File: src/hdl/pwm_timer_pkg.sv
/*
 * Package for the match based PWM timer: counts, reset values, carriers.
 * Assumes a single clock domain and plain-port configuration.
 */
package pwm_timer_pkg;
    localparam int NUM_MATCH = 7;
    localparam int NUM_CAPTURE = 4;
    localparam int NUM_PWM = 6;
    localparam logic [31:0] COUNT_RESET = 32'h0000_0000;
    localparam logic [31:0] MATCH_RESET = 32'h0000_0000;
    localparam logic [2:0] ACT_RESET = 3'h0;
    localparam int ACT_INT_BIT = 0;
    localparam int ACT_RST_BIT = 1;
    localparam int ACT_STOP_BIT = 2;

    typedef struct packed {
        logic enable;
        logic counter_reset;
        logic pwm_mode;
    } timer_ctrl_s;

    typedef struct packed {
        logic rise;
        logic fall;
    } cap_edge_s;
endpackage

File: src/hdl/match_based_pwm_timer.sv
/*
 * Match based PWM timer: prescaler, timer/counter, seven match registers,
 * four capture inputs, single and double edge PWM outputs.
 * Assumes capture pins are asynchronous; configuration ports are synchronous.
 */
// Contract
// - 32-bit prescaler feeds 32-bit timer counting clock cycles.
// - Seven match registers drive up to six single or three double PWMs.
// - Four capture inputs latch timer value on edges, optional interrupt.
// - Cycle match register match resets the counter, setting common period.
// - Single-edge outputs rise at cycle start, fall on own match.
// - Extra single-edge output uses one match, double-edge uses two.
// - Double-edge output edges from two matches, either polarity.
// - Per match: continue, stop or reset, with optional interrupt.
// - Period and width any count; all outputs share one rate.
// - Software releases new match values; applied in step with outputs.
// - Without PWM mode it is a plain timer, no PWM waveforms.
`timescale 1ns/1ps
module match_based_pwm_timer #(
    parameter int WIDTH = 32
) (
    input wire logic mclk_i,
    input wire logic resetn_i,
    input wire pwm_timer_pkg::timer_ctrl_s ctrl_i,
    input wire logic [WIDTH-1:0] prescale_limit_i,
    input wire logic [pwm_timer_pkg::NUM_MATCH*WIDTH-1:0] match_value_i,
    input wire logic [pwm_timer_pkg::NUM_MATCH-1:0] match_write_i,
    input wire logic [pwm_timer_pkg::NUM_MATCH-1:0] match_release_i,
    input wire logic [pwm_timer_pkg::NUM_MATCH*3-1:0] match_action_i,
    input wire logic [pwm_timer_pkg::NUM_PWM-1:0] pwm_out_enable_i,
    input wire logic [pwm_timer_pkg::NUM_PWM-1:0] pwm_double_i,
    input wire logic [pwm_timer_pkg::NUM_CAPTURE-1:0] capture_pin_i,
    input wire pwm_timer_pkg::cap_edge_s [pwm_timer_pkg::NUM_CAPTURE-1:0] capture_edge_i,
    input wire logic [pwm_timer_pkg::NUM_CAPTURE-1:0] capture_int_en_i,
    output logic [WIDTH-1:0] count_o,
    output logic [WIDTH-1:0] prescale_count_o,
    output logic [pwm_timer_pkg::NUM_CAPTURE*WIDTH-1:0] capture_value_o,
    output logic [pwm_timer_pkg::NUM_MATCH-1:0] match_event_o,
    output logic [pwm_timer_pkg::NUM_MATCH-1:0] match_int_o,
    output logic [pwm_timer_pkg::NUM_CAPTURE-1:0] capture_int_o,
    output logic [pwm_timer_pkg::NUM_PWM-1:0] pwm_o,
    output logic running_o
);
    import pwm_timer_pkg::*;

    logic [WIDTH-1:0] prescale_reg;
    logic [WIDTH-1:0] count_reg;
    logic [WIDTH-1:0] count_next;
    logic [WIDTH-1:0] shadow_reg [NUM_MATCH];
    logic [WIDTH-1:0] active_reg [NUM_MATCH];
    logic [NUM_MATCH-1:0] latch_reg;
    logic [NUM_MATCH-1:0] hit;
    logic [NUM_MATCH-1:0] hit_reg;
    logic [NUM_PWM-1:0] pwm_reg;
    logic [NUM_CAPTURE-1:0] cap_s1_reg;
    logic [NUM_CAPTURE-1:0] cap_s2_reg;
    logic [NUM_CAPTURE-1:0] cap_s3_reg;
    logic [NUM_CAPTURE-1:0] cap_lvl_reg;
    logic [NUM_CAPTURE-1:0] cap_fire;
    logic [WIDTH-1:0] cap_reg [NUM_CAPTURE];
    logic [NUM_CAPTURE-1:0] cap_int_reg;
    logic [NUM_MATCH-1:0] mint_reg;
    logic tick;
    logic any_reset;
    logic any_stop;
    logic run;
    logic stop_reg;

    ////////////////////////////////////////////////////////////////////////
    // Prescaler and timer/counter
    assign run = ctrl_i.enable && !ctrl_i.counter_reset && !stop_reg;
    assign tick = run && (prescale_reg == prescale_limit_i);

    always_comb begin
        any_reset = 1'b0;
        any_stop = 1'b0;
        for (int m = 0; m < NUM_MATCH; m++) begin
            hit[m] = run && tick && (count_reg == active_reg[m]);
            any_reset |= hit[m] && match_action_i[m*3+ACT_RST_BIT];
            any_stop |= hit[m] && match_action_i[m*3+ACT_STOP_BIT];
        end
        // Cycle match always restarts the period in PWM mode
        if (ctrl_i.pwm_mode && hit[0]) begin
            any_reset = 1'b1;
        end
        if (any_reset) begin
            count_next = COUNT_RESET;
        end else begin
            count_next = count_reg + 1'b1;
        end
    end

    always_ff @(posedge mclk_i or negedge resetn_i) begin
        if (!resetn_i) begin
            prescale_reg <= COUNT_RESET;
        end else if (ctrl_i.counter_reset || tick) begin
            prescale_reg <= COUNT_RESET;
        end else if (run) begin
            prescale_reg <= prescale_reg + 1'b1;
        end
    end

    always_ff @(posedge mclk_i or negedge resetn_i) begin
        if (!resetn_i) begin
            count_reg <= COUNT_RESET;
        end else if (ctrl_i.counter_reset) begin
            count_reg <= COUNT_RESET;
        end else if (tick) begin
            count_reg <= count_next;
        end
    end

    always_ff @(posedge mclk_i or negedge resetn_i) begin
        if (!resetn_i) begin
            running_o <= 1'b0;
        end else begin
            running_o <= run && !any_stop;
        end
    end

    // Stop action halts the timer until software drops enable
    always_ff @(posedge mclk_i or negedge resetn_i) begin
        if (!resetn_i) begin
            stop_reg <= 1'b0;
        end else if (!ctrl_i.enable) begin
            stop_reg <= 1'b0;
        end else if (any_stop) begin
            stop_reg <= 1'b1;
        end
    end

    ////////////////////////////////////////////////////////////////////////
    // Match registers with shadow and release
    always_ff @(posedge mclk_i or negedge resetn_i) begin
        if (!resetn_i) begin
            for (int m = 0; m < NUM_MATCH; m++) begin
                shadow_reg[m] <= MATCH_RESET;
                active_reg[m] <= MATCH_RESET;
            end
            latch_reg <= '0;
        end else begin
            for (int m = 0; m < NUM_MATCH; m++) begin
                if (match_write_i[m]) begin
                    shadow_reg[m] <= match_value_i[m*WIDTH +: WIDTH];
                end
                // Plain timer mode loads at once; PWM waits for the cycle
                if (!ctrl_i.pwm_mode && match_write_i[m]) begin
                    active_reg[m] <= match_value_i[m*WIDTH +: WIDTH];
                end else if (ctrl_i.pwm_mode && latch_reg[m] && tick && any_reset) begin
                    active_reg[m] <= shadow_reg[m];
                end
                if (ctrl_i.pwm_mode && latch_reg[m] && tick && any_reset) begin
                    latch_reg[m] <= match_release_i[m];
                end else if (match_release_i[m]) begin
                    latch_reg[m] <= 1'b1;
                end
            end
        end
    end

    always_ff @(posedge mclk_i or negedge resetn_i) begin
        if (!resetn_i) begin
            hit_reg <= '0;
            mint_reg <= '0;
        end else begin
            hit_reg <= hit;
            for (int m = 0; m < NUM_MATCH; m++) begin
                mint_reg[m] <= hit[m] && match_action_i[m*3+ACT_INT_BIT];
            end
        end
    end
    assign match_event_o = hit_reg;
    assign match_int_o = mint_reg;

    ////////////////////////////////////////////////////////////////////////
    // PWM outputs: channel n uses match n+1 (fall) and match n (rise) when double
    always_ff @(posedge mclk_i or negedge resetn_i) begin
        if (!resetn_i) begin
            pwm_reg <= '0;
        end else if (!ctrl_i.pwm_mode) begin
            pwm_reg <= '0;
        end else begin
            for (int n = 0; n < NUM_PWM; n++) begin
                if (!pwm_out_enable_i[n]) begin
                    pwm_reg[n] <= 1'b0;
                end else if (pwm_double_i[n] && n > 0) begin
                    if (hit[n+1]) begin
                        pwm_reg[n] <= 1'b0;
                    end else if (hit[n]) begin
                        pwm_reg[n] <= 1'b1;
                    end
                end else begin
                    if (hit[n+1]) begin
                        pwm_reg[n] <= 1'b0;
                    end else if (hit[0]) begin
                        pwm_reg[n] <= 1'b1;
                    end
                end
            end
        end
    end
    assign pwm_o = pwm_reg;

    ////////////////////////////////////////////////////////////////////////
    // Capture inputs
    always_ff @(posedge mclk_i or negedge resetn_i) begin
        if (!resetn_i) begin
            cap_s1_reg <= '0;
            cap_s2_reg <= '0;
            cap_s3_reg <= '0;
            cap_lvl_reg <= '0;
        end else begin
            cap_s1_reg <= capture_pin_i;
            cap_s2_reg <= cap_s1_reg;
            cap_s3_reg <= cap_s2_reg;
            for (int c = 0; c < NUM_CAPTURE; c++) begin
                if (cap_s2_reg[c] == cap_s3_reg[c]) begin
                    cap_lvl_reg[c] <= cap_s3_reg[c];
                end
            end
        end
    end

    always_comb begin
        for (int c = 0; c < NUM_CAPTURE; c++) begin
            cap_fire[c] = (cap_s2_reg[c] == cap_s3_reg[c]) && (cap_s3_reg[c] != cap_lvl_reg[c]) &&
                ((cap_s3_reg[c] && capture_edge_i[c].rise) || (!cap_s3_reg[c] && capture_edge_i[c].fall));
        end
    end

    always_ff @(posedge mclk_i or negedge resetn_i) begin
        if (!resetn_i) begin
            for (int c = 0; c < NUM_CAPTURE; c++) begin
                cap_reg[c] <= COUNT_RESET;
            end
            cap_int_reg <= '0;
        end else begin
            for (int c = 0; c < NUM_CAPTURE; c++) begin
                if (cap_fire[c]) begin
                    cap_reg[c] <= count_reg;
                end
                cap_int_reg[c] <= cap_fire[c] && capture_int_en_i[c];
            end
        end
    end

    always_comb begin
        for (int c = 0; c < NUM_CAPTURE; c++) begin
            capture_value_o[c*WIDTH +: WIDTH] = cap_reg[c];
        end
    end
    assign capture_int_o = cap_int_reg;
    assign count_o = count_reg;
    assign prescale_count_o = prescale_reg;
endmodule

File: config.mk
export PLATFORM = sky130hd
export DESIGN_NAME = match_based_pwm_timer
export DESIGN_NICKNAME = d
export VERILOG_FILES = /design/src/hdl/pwm_timer_pkg.sv /design/src/hdl/match_based_pwm_timer.sv
export SDC_FILE = /design/constraint.sdc
export NUM_CORES = 1
export LEC_CHECK = 0
export BUFFER_PORTS_ARGS = -buffer_cell sky130_fd_sc_hd__clkbuf_2
export CAP_MARGIN = 20
export CORE_MARGIN = 4
export CORE_UTILIZATION = 61
export CTS_CLUSTER_DIAMETER = 100
export DETAILED_ROUTE_END_ITERATION = 10
export PLACE_DENSITY = 0.87
export SLEW_MARGIN = 15
export SYNTH_ARGS = -nofsm -noshare
export SYNTH_HDL_FRONTEND = slang
export SYNTH_SLANG_ARGS = --single-unit
export TNS_END_PERCENT = 5
File: constraint.sdc
create_clock -name mclk_i -period 6.5 [get_ports mclk_i]
set_input_delay 0.65 -clock mclk_i [delete_from_list [all_inputs] [get_ports mclk_i]]
set_output_delay 0.65 -clock mclk_i [all_outputs]
set_load 0.01 [all_outputs]
==> results.sh, run 1 <==
export IMPL_layout_nets=3450
export IMPL_fill_cells=3189
export IMPL_p_leak_uw=0.0189
export IMPL_cts_buffers=71
export IMPL_synth_net_count=2973
export IMPL_antenna_found_initial=25
export IMPL_max_slew_worst_pin_slew_ns=1.28
export IMPL_final_common_cell="dfrtp_1"
export IMPL_via_per_inst=6.14
export IMPL_seq_area_frac_synth=0.550
export IMPL_cts_repair_resized=0
export IMPL_num_rows=82
export IMPL_period_minus_slack_ns=4.92
export IMPL_hpwl_um=68300
export IMPL_first_iter_violations=2544
export IMPL_synthDistinctLibCells=49
export IMPL_ir_drop_mv=0.211
export IMPL_tns_ns=0
export IMPL_status="finished, final reports clean"
export IMPL_worstRegToRegCells=10
export IMPL_ant_nets=0
export IMPL_die_width_um=235
export IMPL_drt_pass1_iterations=7
export IMPL_ctsRootBufferMaster="clkbuf_16"
export IMPL_cts_htree_levels=3
export IMPL_hold_violations=0
export IMPL_combPwrFrac=0.094
export IMPL_remaining_drc_errors=0
export IMPL_cp_start_kind="flop"
export IMPL_vias=23800
export IMPL_final_cell_mix="dfrtp_1 (689), clkbuf_2 (538), mux2_2 (336)"
export IMPL_ys_flop_type="dfrtp_1"
export IMPL_io_pins=541
export IMPL_grt_overflow_total=0
export IMPL_grtUsageTotal=0.353
export IMPL_endpoint_kind="flop"
export IMPL_power_frac_clock=0.423
export IMPL_min_path_type="primary input to asynchronous set/reset pin"
export IMPL_grt_pass1_vias=24400
export IMPL_intPower_uw=7600
export IMPL_p_seq_frac=0.484
export IMPL_async_flop_share=1.00
export IMPL_rsz0062_at_grt="no"
export IMPL_max_freq_mhz=203
export IMPL_fin_skew_ns=0.0184
export IMPL_final_period_utilization=0.757
export IMPL_cts_reportedPaths_clkPinSlew_ns=0.06
export IMPL_port_buffers=539
export IMPL_power_switching_uw=2430
export IMPL_grt_pass1_wl_um=149000
export IMPL_synth_edff_count=0
export IMPL_post_synth_cell_area_avg_um2=11.9
export IMPL_cp_required_ns=6.94
export IMPL_die_area_um2=55100
export IMPL_cts_hold_buf=0
export IMPL_critPathKind="flop to flop"
export IMPL_arrival_ns=5.37
export IMPL_insertion_delay_ns=0.61
export IMPL_slew_violations=0
export IMPL_postCtsSetupBuffers=0
export IMPL_die_h_um=235
export IMPL_final_area_um2=37100
export IMPL_place_gp_congestion=0.950
export IMPL_post_drt_wl_per_cell_um=25.7
export IMPL_synth_seq_cells=689
export IMPL_maxCapViolCount=0
export IMPL_cts_sinks=689
export IMPL_yosys_warnings=0
export IMPL_wirelength_um=99700
export IMPL_netlist_area_um2=31400
export IMPL_drive_gt1_frac=0.336
export IMPL_max_slew_margin=0.147
export IMPL_grt_start_max_net_pins=190
export IMPL_power_share_switching=0.242
export IMPL_setup_viol_count_final=0
export IMPL_placed_cell_area_um2=34600
export IMPL_start_util=0.622
export IMPL_syn_to_final_growth_pct=18.4
export IMPL_clock_path_buffers=3
export IMPL_syn_inst=2647
export IMPL_core_region_area_um2=50500
export IMPL_tritoncts="yes"
export IMPL_powerDensity_nw_per_um2=270
export IMPL_cp_max_fo=23
-- logic make-up after synthesis --
kind of cell               count (synthesis)  share of synthesized area
AOI/OAI and AO/OA                        320                     0.0560
xor gates and xnor gates                 295                     0.0824
adders and majority gates                  6                    0.00207
buffers and inverters                    204                     0.0310
DFF                                      689                      0.550
muxes                                    572                      0.196
and+or+nand+nor                          561                     0.0832
-- synthesized netlist by cell type (5+ instances only) --
cell | number | area (um2)
xnor2_1 | 49 | 429
nor3_1 | 15 | 75.1
nand4_1 | 36 | 225
a21oi_1 | 241 | 1210
buf_4 | 38 | 285
buf_2 | 46 | 230
and3_1 | 20 | 125
o21ai_0 | 36 | 180
dfrtp_1 | 689 | 17200
nand3_1 | 29 | 145
mux2_2 | 336 | 3780
nand2b_1 | 12 | 75.1
nand2_1 | 72 | 270
mux2i_1 | 236 | 2360
o2111ai_2 | 5 | 75.1
nor2_1 | 281 | 1050
inv_1 | 14 | 52.6
buf_1 | 8 | 30.0
nor4_1 | 62 | 388
a211oi_1 | 6 | 45.0
xor2_1 | 246 | 2150
clkbuf_1 | 97 | 364
nor2b_1 | 6 | 37.5
a21o_1 | 12 | 90.1
or3_1 | 9 | 56.3
-- layout make-up --
type                    count  area, um2  share of cell area
well taps                 672        841              0.0226
repair buffers            594       3160              0.0850
diodes                     22       55.1             0.00148
flip-flops and latches    689      17200               0.464
clock inverters            22        308             0.00829
inverters                  14       52.6             0.00141
clock buffers             106       2110              0.0569
multi-input cells        1754      13400               0.360
-- power groups by stage --
stage	clock network [uW]	registers, uW	logic [uW]
after global placement	0	4890	863
after global routing	4440	4880	1030
after detailed placement	0	4920	917
after CTS	4260	4850	935
after floorplan	0	4850	582
final	4240	4850	938
-- layer usage --
layer  routed length (um)  vias to the layer above  GRT usage
li1                     -                    10200          -
met1                36600                    12000      0.449
met2                47700                     1304      0.564
met3                 9330                      331     0.0877
met4                 6080                        4      0.185
met5                   25                        -          0
-- path summary, 6_finish.rpt --
check | start | slack, ns | end
min reg2reg | cap_s1_reg[0]$_DFF_PN0_ | 0.36 | cap_s2_reg[0]$_DFF_PN0_
min in group mclk_i | capture_pin_i[0] | 0.15 | cap_s1_reg[0]$_DFF_PN0_
max in group asynchronous | resetn_i | 4.85 | active_reg[221]$_DFFE_PN0P_
min | resetn_i | 0.04 | active_reg[190]$_DFFE_PN0P_
max | count_o[22]$_DFFE_PN0N_ | 1.58 | active_reg[210]$_DFFE_PN0P_
max reg2reg | count_o[22]$_DFFE_PN0N_ | 1.58 | active_reg[210]$_DFFE_PN0P_
-- stage by stage --
| step | instances | hold WS (ns) | setup slack, ns | utilization | power [uW] |
|---|---|---|---|---|---|
| 2_1_floorplan | 2647 | 0.331 | 3.51 | - | 5430 |
| 3_3_place_gp | 3722 | 0.336 | 2.03 | 0.686 | 5750 |
| 3_5_place_dp | 3722 | 0.336 | 1.84 | 0.686 | 5840 |
| 4_1_cts | 3850 | 0.0662 | 1.83 | 0.734 | 10000 |
| 5_1_grt | 3868 | 0.0826 | 1.58 | 0.736 | 10400 |
| 6_report | 3873 | 0.0355 | 1.58 | 0.736 | 10000 |
-- worst max-delay path: stages (launching register included) --
cell       delay, ns
dfrtp_1         1.19
buf_4           0.34
xnor2_1         0.15
nand4_1         0.11
nor4_1          0.62
and3_1          0.38
a2111o_1        0.82
o2111ai_4       0.40
buf_4           0.40
mux2i_1         0.22
a21oi_1         0.11
Note: power is estimated with default switching activity, not from simulation.
==> run 2, diff against run 1 <==
--- a/config.mk
+++ b/config.mk
@@ -5,13 +5,14 @@
 export SDC_FILE = /design/constraint.sdc
 export NUM_CORES = 1
 export LEC_CHECK = 0
+export ABC_AREA = 1
 export BUFFER_PORTS_ARGS = -buffer_cell sky130_fd_sc_hd__clkbuf_2
 export CAP_MARGIN = 20
 export CORE_MARGIN = 4
-export CORE_UTILIZATION = 61
+export CORE_UTILIZATION = 57
 export CTS_CLUSTER_DIAMETER = 100
 export DETAILED_ROUTE_END_ITERATION = 10
-export PLACE_DENSITY = 0.87
+export PLACE_DENSITY = 0.81
 export SLEW_MARGIN = 15
 export SYNTH_ARGS = -nofsm -noshare
 export SYNTH_HDL_FRONTEND = slang
==> constraint.sdc (replaced) <==
create_clock -name mclk_i -period 4.8 [get_ports mclk_i]
set_input_delay 0.48 -clock mclk_i [delete_from_list [all_inputs] [get_ports mclk_i]]
set_output_delay 0.48 -clock mclk_i [all_outputs]
set_load 0.01 [all_outputs]
==> run 2 against run 1 <==
  * Sequential power is 35% higher
  * Clock skew is 0.0098 ns higher
  * Clock power is 38% higher
  * Core utilization is 6.2 points lower
  * Via count is 32% higher
  * Synthesized cell count is 65% higher
  * Largest power group unchanged
  * Critical path depth is 6 higher
  * Worst hold slack better by 0.0055 ns
  * Non-clock buffer count is 18 higher
==> results.sh, run 2 <==
export IMPL_p_leak_uw=0.0215
export IMPL_drt_pass1_iterations=6
export IMPL_fill_cells=4858
export IMPL_endpoint_kind="flop"
export IMPL_final_area_um2=39900
export IMPL_setup_ws_ns=0.872
export IMPL_regArea_um2=17200
export IMPL_cp_num_cells=16
export IMPL_critPathKind="flop to flop"
export IMPL_antenna_found_initial=7
export IMPL_yosysMostFrequentCell="nand2_1"
export IMPL_ys_top_cells_by_count="nand2_1 (1,227), dfrtp_1 (689), nor2_1 (448)"
export IMPL_grt_start_max_net_pins=132
export IMPL_max_freq_mhz=255
export IMPL_synth_top_cell_area_share=0.504
export IMPL_async_flop_share=1.00
export IMPL_cp_required_ns=5.36
export IMPL_netlist_area_um2=34200
export IMPL_core_region_area_um2=59200
export IMPL_tritoncts="yes"
export IMPL_post_synth_cell_area_avg_um2=7.84
export IMPL_placed_cell_area_um2=37300
export IMPL_tns_ns=0
export IMPL_dp_slack_ns=0.933
export IMPL_grtUsageTotal=0.338
export IMPL_cp_max_fo=34
export IMPL_remaining_drc_errors=0
export IMPL_grt_pass1_wl_um=167000
export IMPL_ir_drop_mv=0.262
export IMPL_worstPathCellList="inv_1, nand2_1, nand2_1, nor2_1, nand2_1, nor2_1, nand2_1, nor2_1, nand3_1, nand2_1, nor2_4, nand2_8, nand2_4, nand2_4, nand2_1, nand2_1"
export IMPL_synthXorXnorAreaFrac=0.0551
export IMPL_slowest_stage="dfrtp_1"
export IMPL_die_h_um=253
export IMPL_final_period_utilization=0.818
export IMPL_maxCapViolCount=0
export IMPL_setup_viol_count_final=0
export IMPL_slew_violations=0
export IMPL_cts_reportedPaths_clkPinSlew_ns=0.06
export IMPL_worstRegToRegCells=16
export IMPL_via_per_inst=5.56
export IMPL_max_slew_worst_pin_slew_ns=1.12
export IMPL_rsz0062_at_grt="no"
export IMPL_synth_seq_cells=689
export IMPL_yosys_warnings=0
export IMPL_wirelength_um=111000
export IMPL_synth_fa_ha_area_frac=0.000732
export IMPL_synth_top_cell_by_area="dfrtp_1"
export IMPL_start_util=0.577
export IMPL_multiInputGateArea_um2=14200
export IMPL_cts_htree_levels=3
export IMPL_final_cell_mix="nand2_1 (1,216), dfrtp_1 (689), clkbuf_2 (538)"
export IMPL_die_width_um=253
export IMPL_post_drt_wl_per_cell_um=19.7
export IMPL_synthSimpleGateAreaFrac=0.260
export IMPL_grt_pass1_vias=29300
export IMPL_drive_gt1_frac=0.165
export IMPL_seq_area_frac_synth=0.504
export IMPL_cp_start_kind="flop"
export IMPL_syn_inst=4361
export IMPL_powerDensity_nw_per_um2=354
export IMPL_min_path_cells=1
export IMPL_cpPeakStageDelay_ns=0.92
export IMPL_fin_skew_ns=0.0282
export IMPL_num_rows=89
export IMPL_cts_repair_resized=0
export IMPL_synth_top_family_by_area="simple AND/OR/NAND/NOR gates"
export IMPL_clock_path_buffers=3
export IMPL_die_area_um2=64000
export IMPL_synth_compound_area_frac=0.0983
export IMPL_hpwl_um=75700
export IMPL_vias=31400
export IMPL_ys_flop_type="dfrtp_1"
export IMPL_syn_to_final_growth_pct=16.7
export IMPL_cts_sinks=689
export IMPL_layout_nets=5129
export IMPL_path_buf_inv=1
export IMPL_first_iter_violations=3195
export IMPL_hold_violations=0
export IMPL_min_path_type="primary input to flop"
export IMPL_arrival_ns=4.49
export IMPL_path_delay_family="simple AND/OR/NAND/NOR gates"
export IMPL_period_minus_slack_ns=3.93
export IMPL_insertion_delay_ns=0.62
export IMPL_synthMuxAreaShare=0
export IMPL_synth_edff_count=0
export IMPL_synth_area_top_cells="dfrtp_1 (50%), nand2_1 (13%), o21ai_0 (5.5%)"
export IMPL_place_gp_congestion=0.954
export IMPL_grt_overflow_total=0
export IMPL_cpMostUsedCell="nand2_1"
export IMPL_io_pins=541
export IMPL_status="finished, final reports clean"
export IMPL_ctsRootBufferMaster="clkbuf_16"
export IMPL_max_slew_margin=0.252
export IMPL_port_buffers=539
export IMPL_cts_buffers=74
export IMPL_synth_net_count=4687
export IMPL_ant_nets=0
export IMPL_synthDistinctLibCells=43
export IMPL_final_common_cell="nand2_1"
-- run 2: stage by stage --
stage	total power [uW]	hold slack, ns	util	instances
6_report	14100	0.0411	0.673	5637
5_1_grt	14700	0.0216	0.673	5636
4_1_cts	14200	0.0144	0.672	5627
3_5_place_dp	8310	0.335	0.629	5492
3_3_place_gp	8240	0.333	0.629	5492
2_1_floorplan	7720	0.184	-	4361
-- run 2: logic make-up after synthesis --
group / after synthesis
simple gates: 2126
flops: 689
xor+xnor: 215
buf+inv: 671
compound gates: 658
fa+ha+maj: 2
-- run 2: power by group --
group,internal (uW),switching [uW]
Clock,3450,2420
Combinational,646,1040
Sequential,6280,279
-- run 2: final cells by class --
class                      count  area share
clock buffer                 105      0.0547
inverter                     425      0.0400
antenna                        6    0.000376
timing repair buffer         612      0.0851
sequential                   689       0.432
clock inverter                26     0.00790
multi-input combinational   3001       0.356
tap                          773      0.0242
-- run 2: path summary, 6_finish.rpt --
| check | startpoint | end | slack, ns |
|---|---|---|---|
| max | count_o[23]$_DFFE_PN0N_ | active_reg[208]$_DFFE_PN0P_ | 0.87 |
| min | capture_pin_i[3] | cap_s1_reg[3]$_DFF_PN0_ | 0.04 |
| max reg2reg | count_o[23]$_DFFE_PN0N_ | active_reg[208]$_DFFE_PN0P_ | 0.87 |
| min reg2reg | cap_s1_reg[0]$_DFF_PN0_ | cap_s2_reg[0]$_DFF_PN0_ | 0.35 |
| max in group asynchronous | resetn_i | shadow_reg[90]$_DFFE_PN0P_ | 3.02 |
| min in group asynchronous | resetn_i | shadow_reg[163]$_DFFE_PN0P_ | 0.46 |
-- run 2: worst reg2reg max path, stage by stage, from the launching register on --
cell and delay [ns]:
dfrtp_1 0.92, inv_1 0.51, nand2_1 0.16, nand2_1 0.07, nor2_1 0.11, nand2_1 0.06, nor2_1 0.13, nand2_1 0.07
nor2_1 0.41, nand3_1 0.13, nand2_1 0.13, nor2_4 0.07, nand2_8 0.16, nand2_4 0.30, nand2_4 0.42, nand2_1 0.13
nand2_1 0.09
-- run 2: layer usage --
layer  track usage  wire length [um]  vias to the layer above  part of all wire
li1              -                 -                    14600                 -
met1         0.455             44200                    15000              0.40
met2         0.527             50600                     1432              0.46
met3        0.0571              9360                      321             0.084
met4         0.188              6670                        2             0.060
met5             0                13                        -           0.00012
-- run 2: timing repair --
action,in CTS,in global routing
hold buffers,4,0
endpoints found under the hold margin,82,0
endpoints found under the setup margin,0,0
buffers inserted,0,0
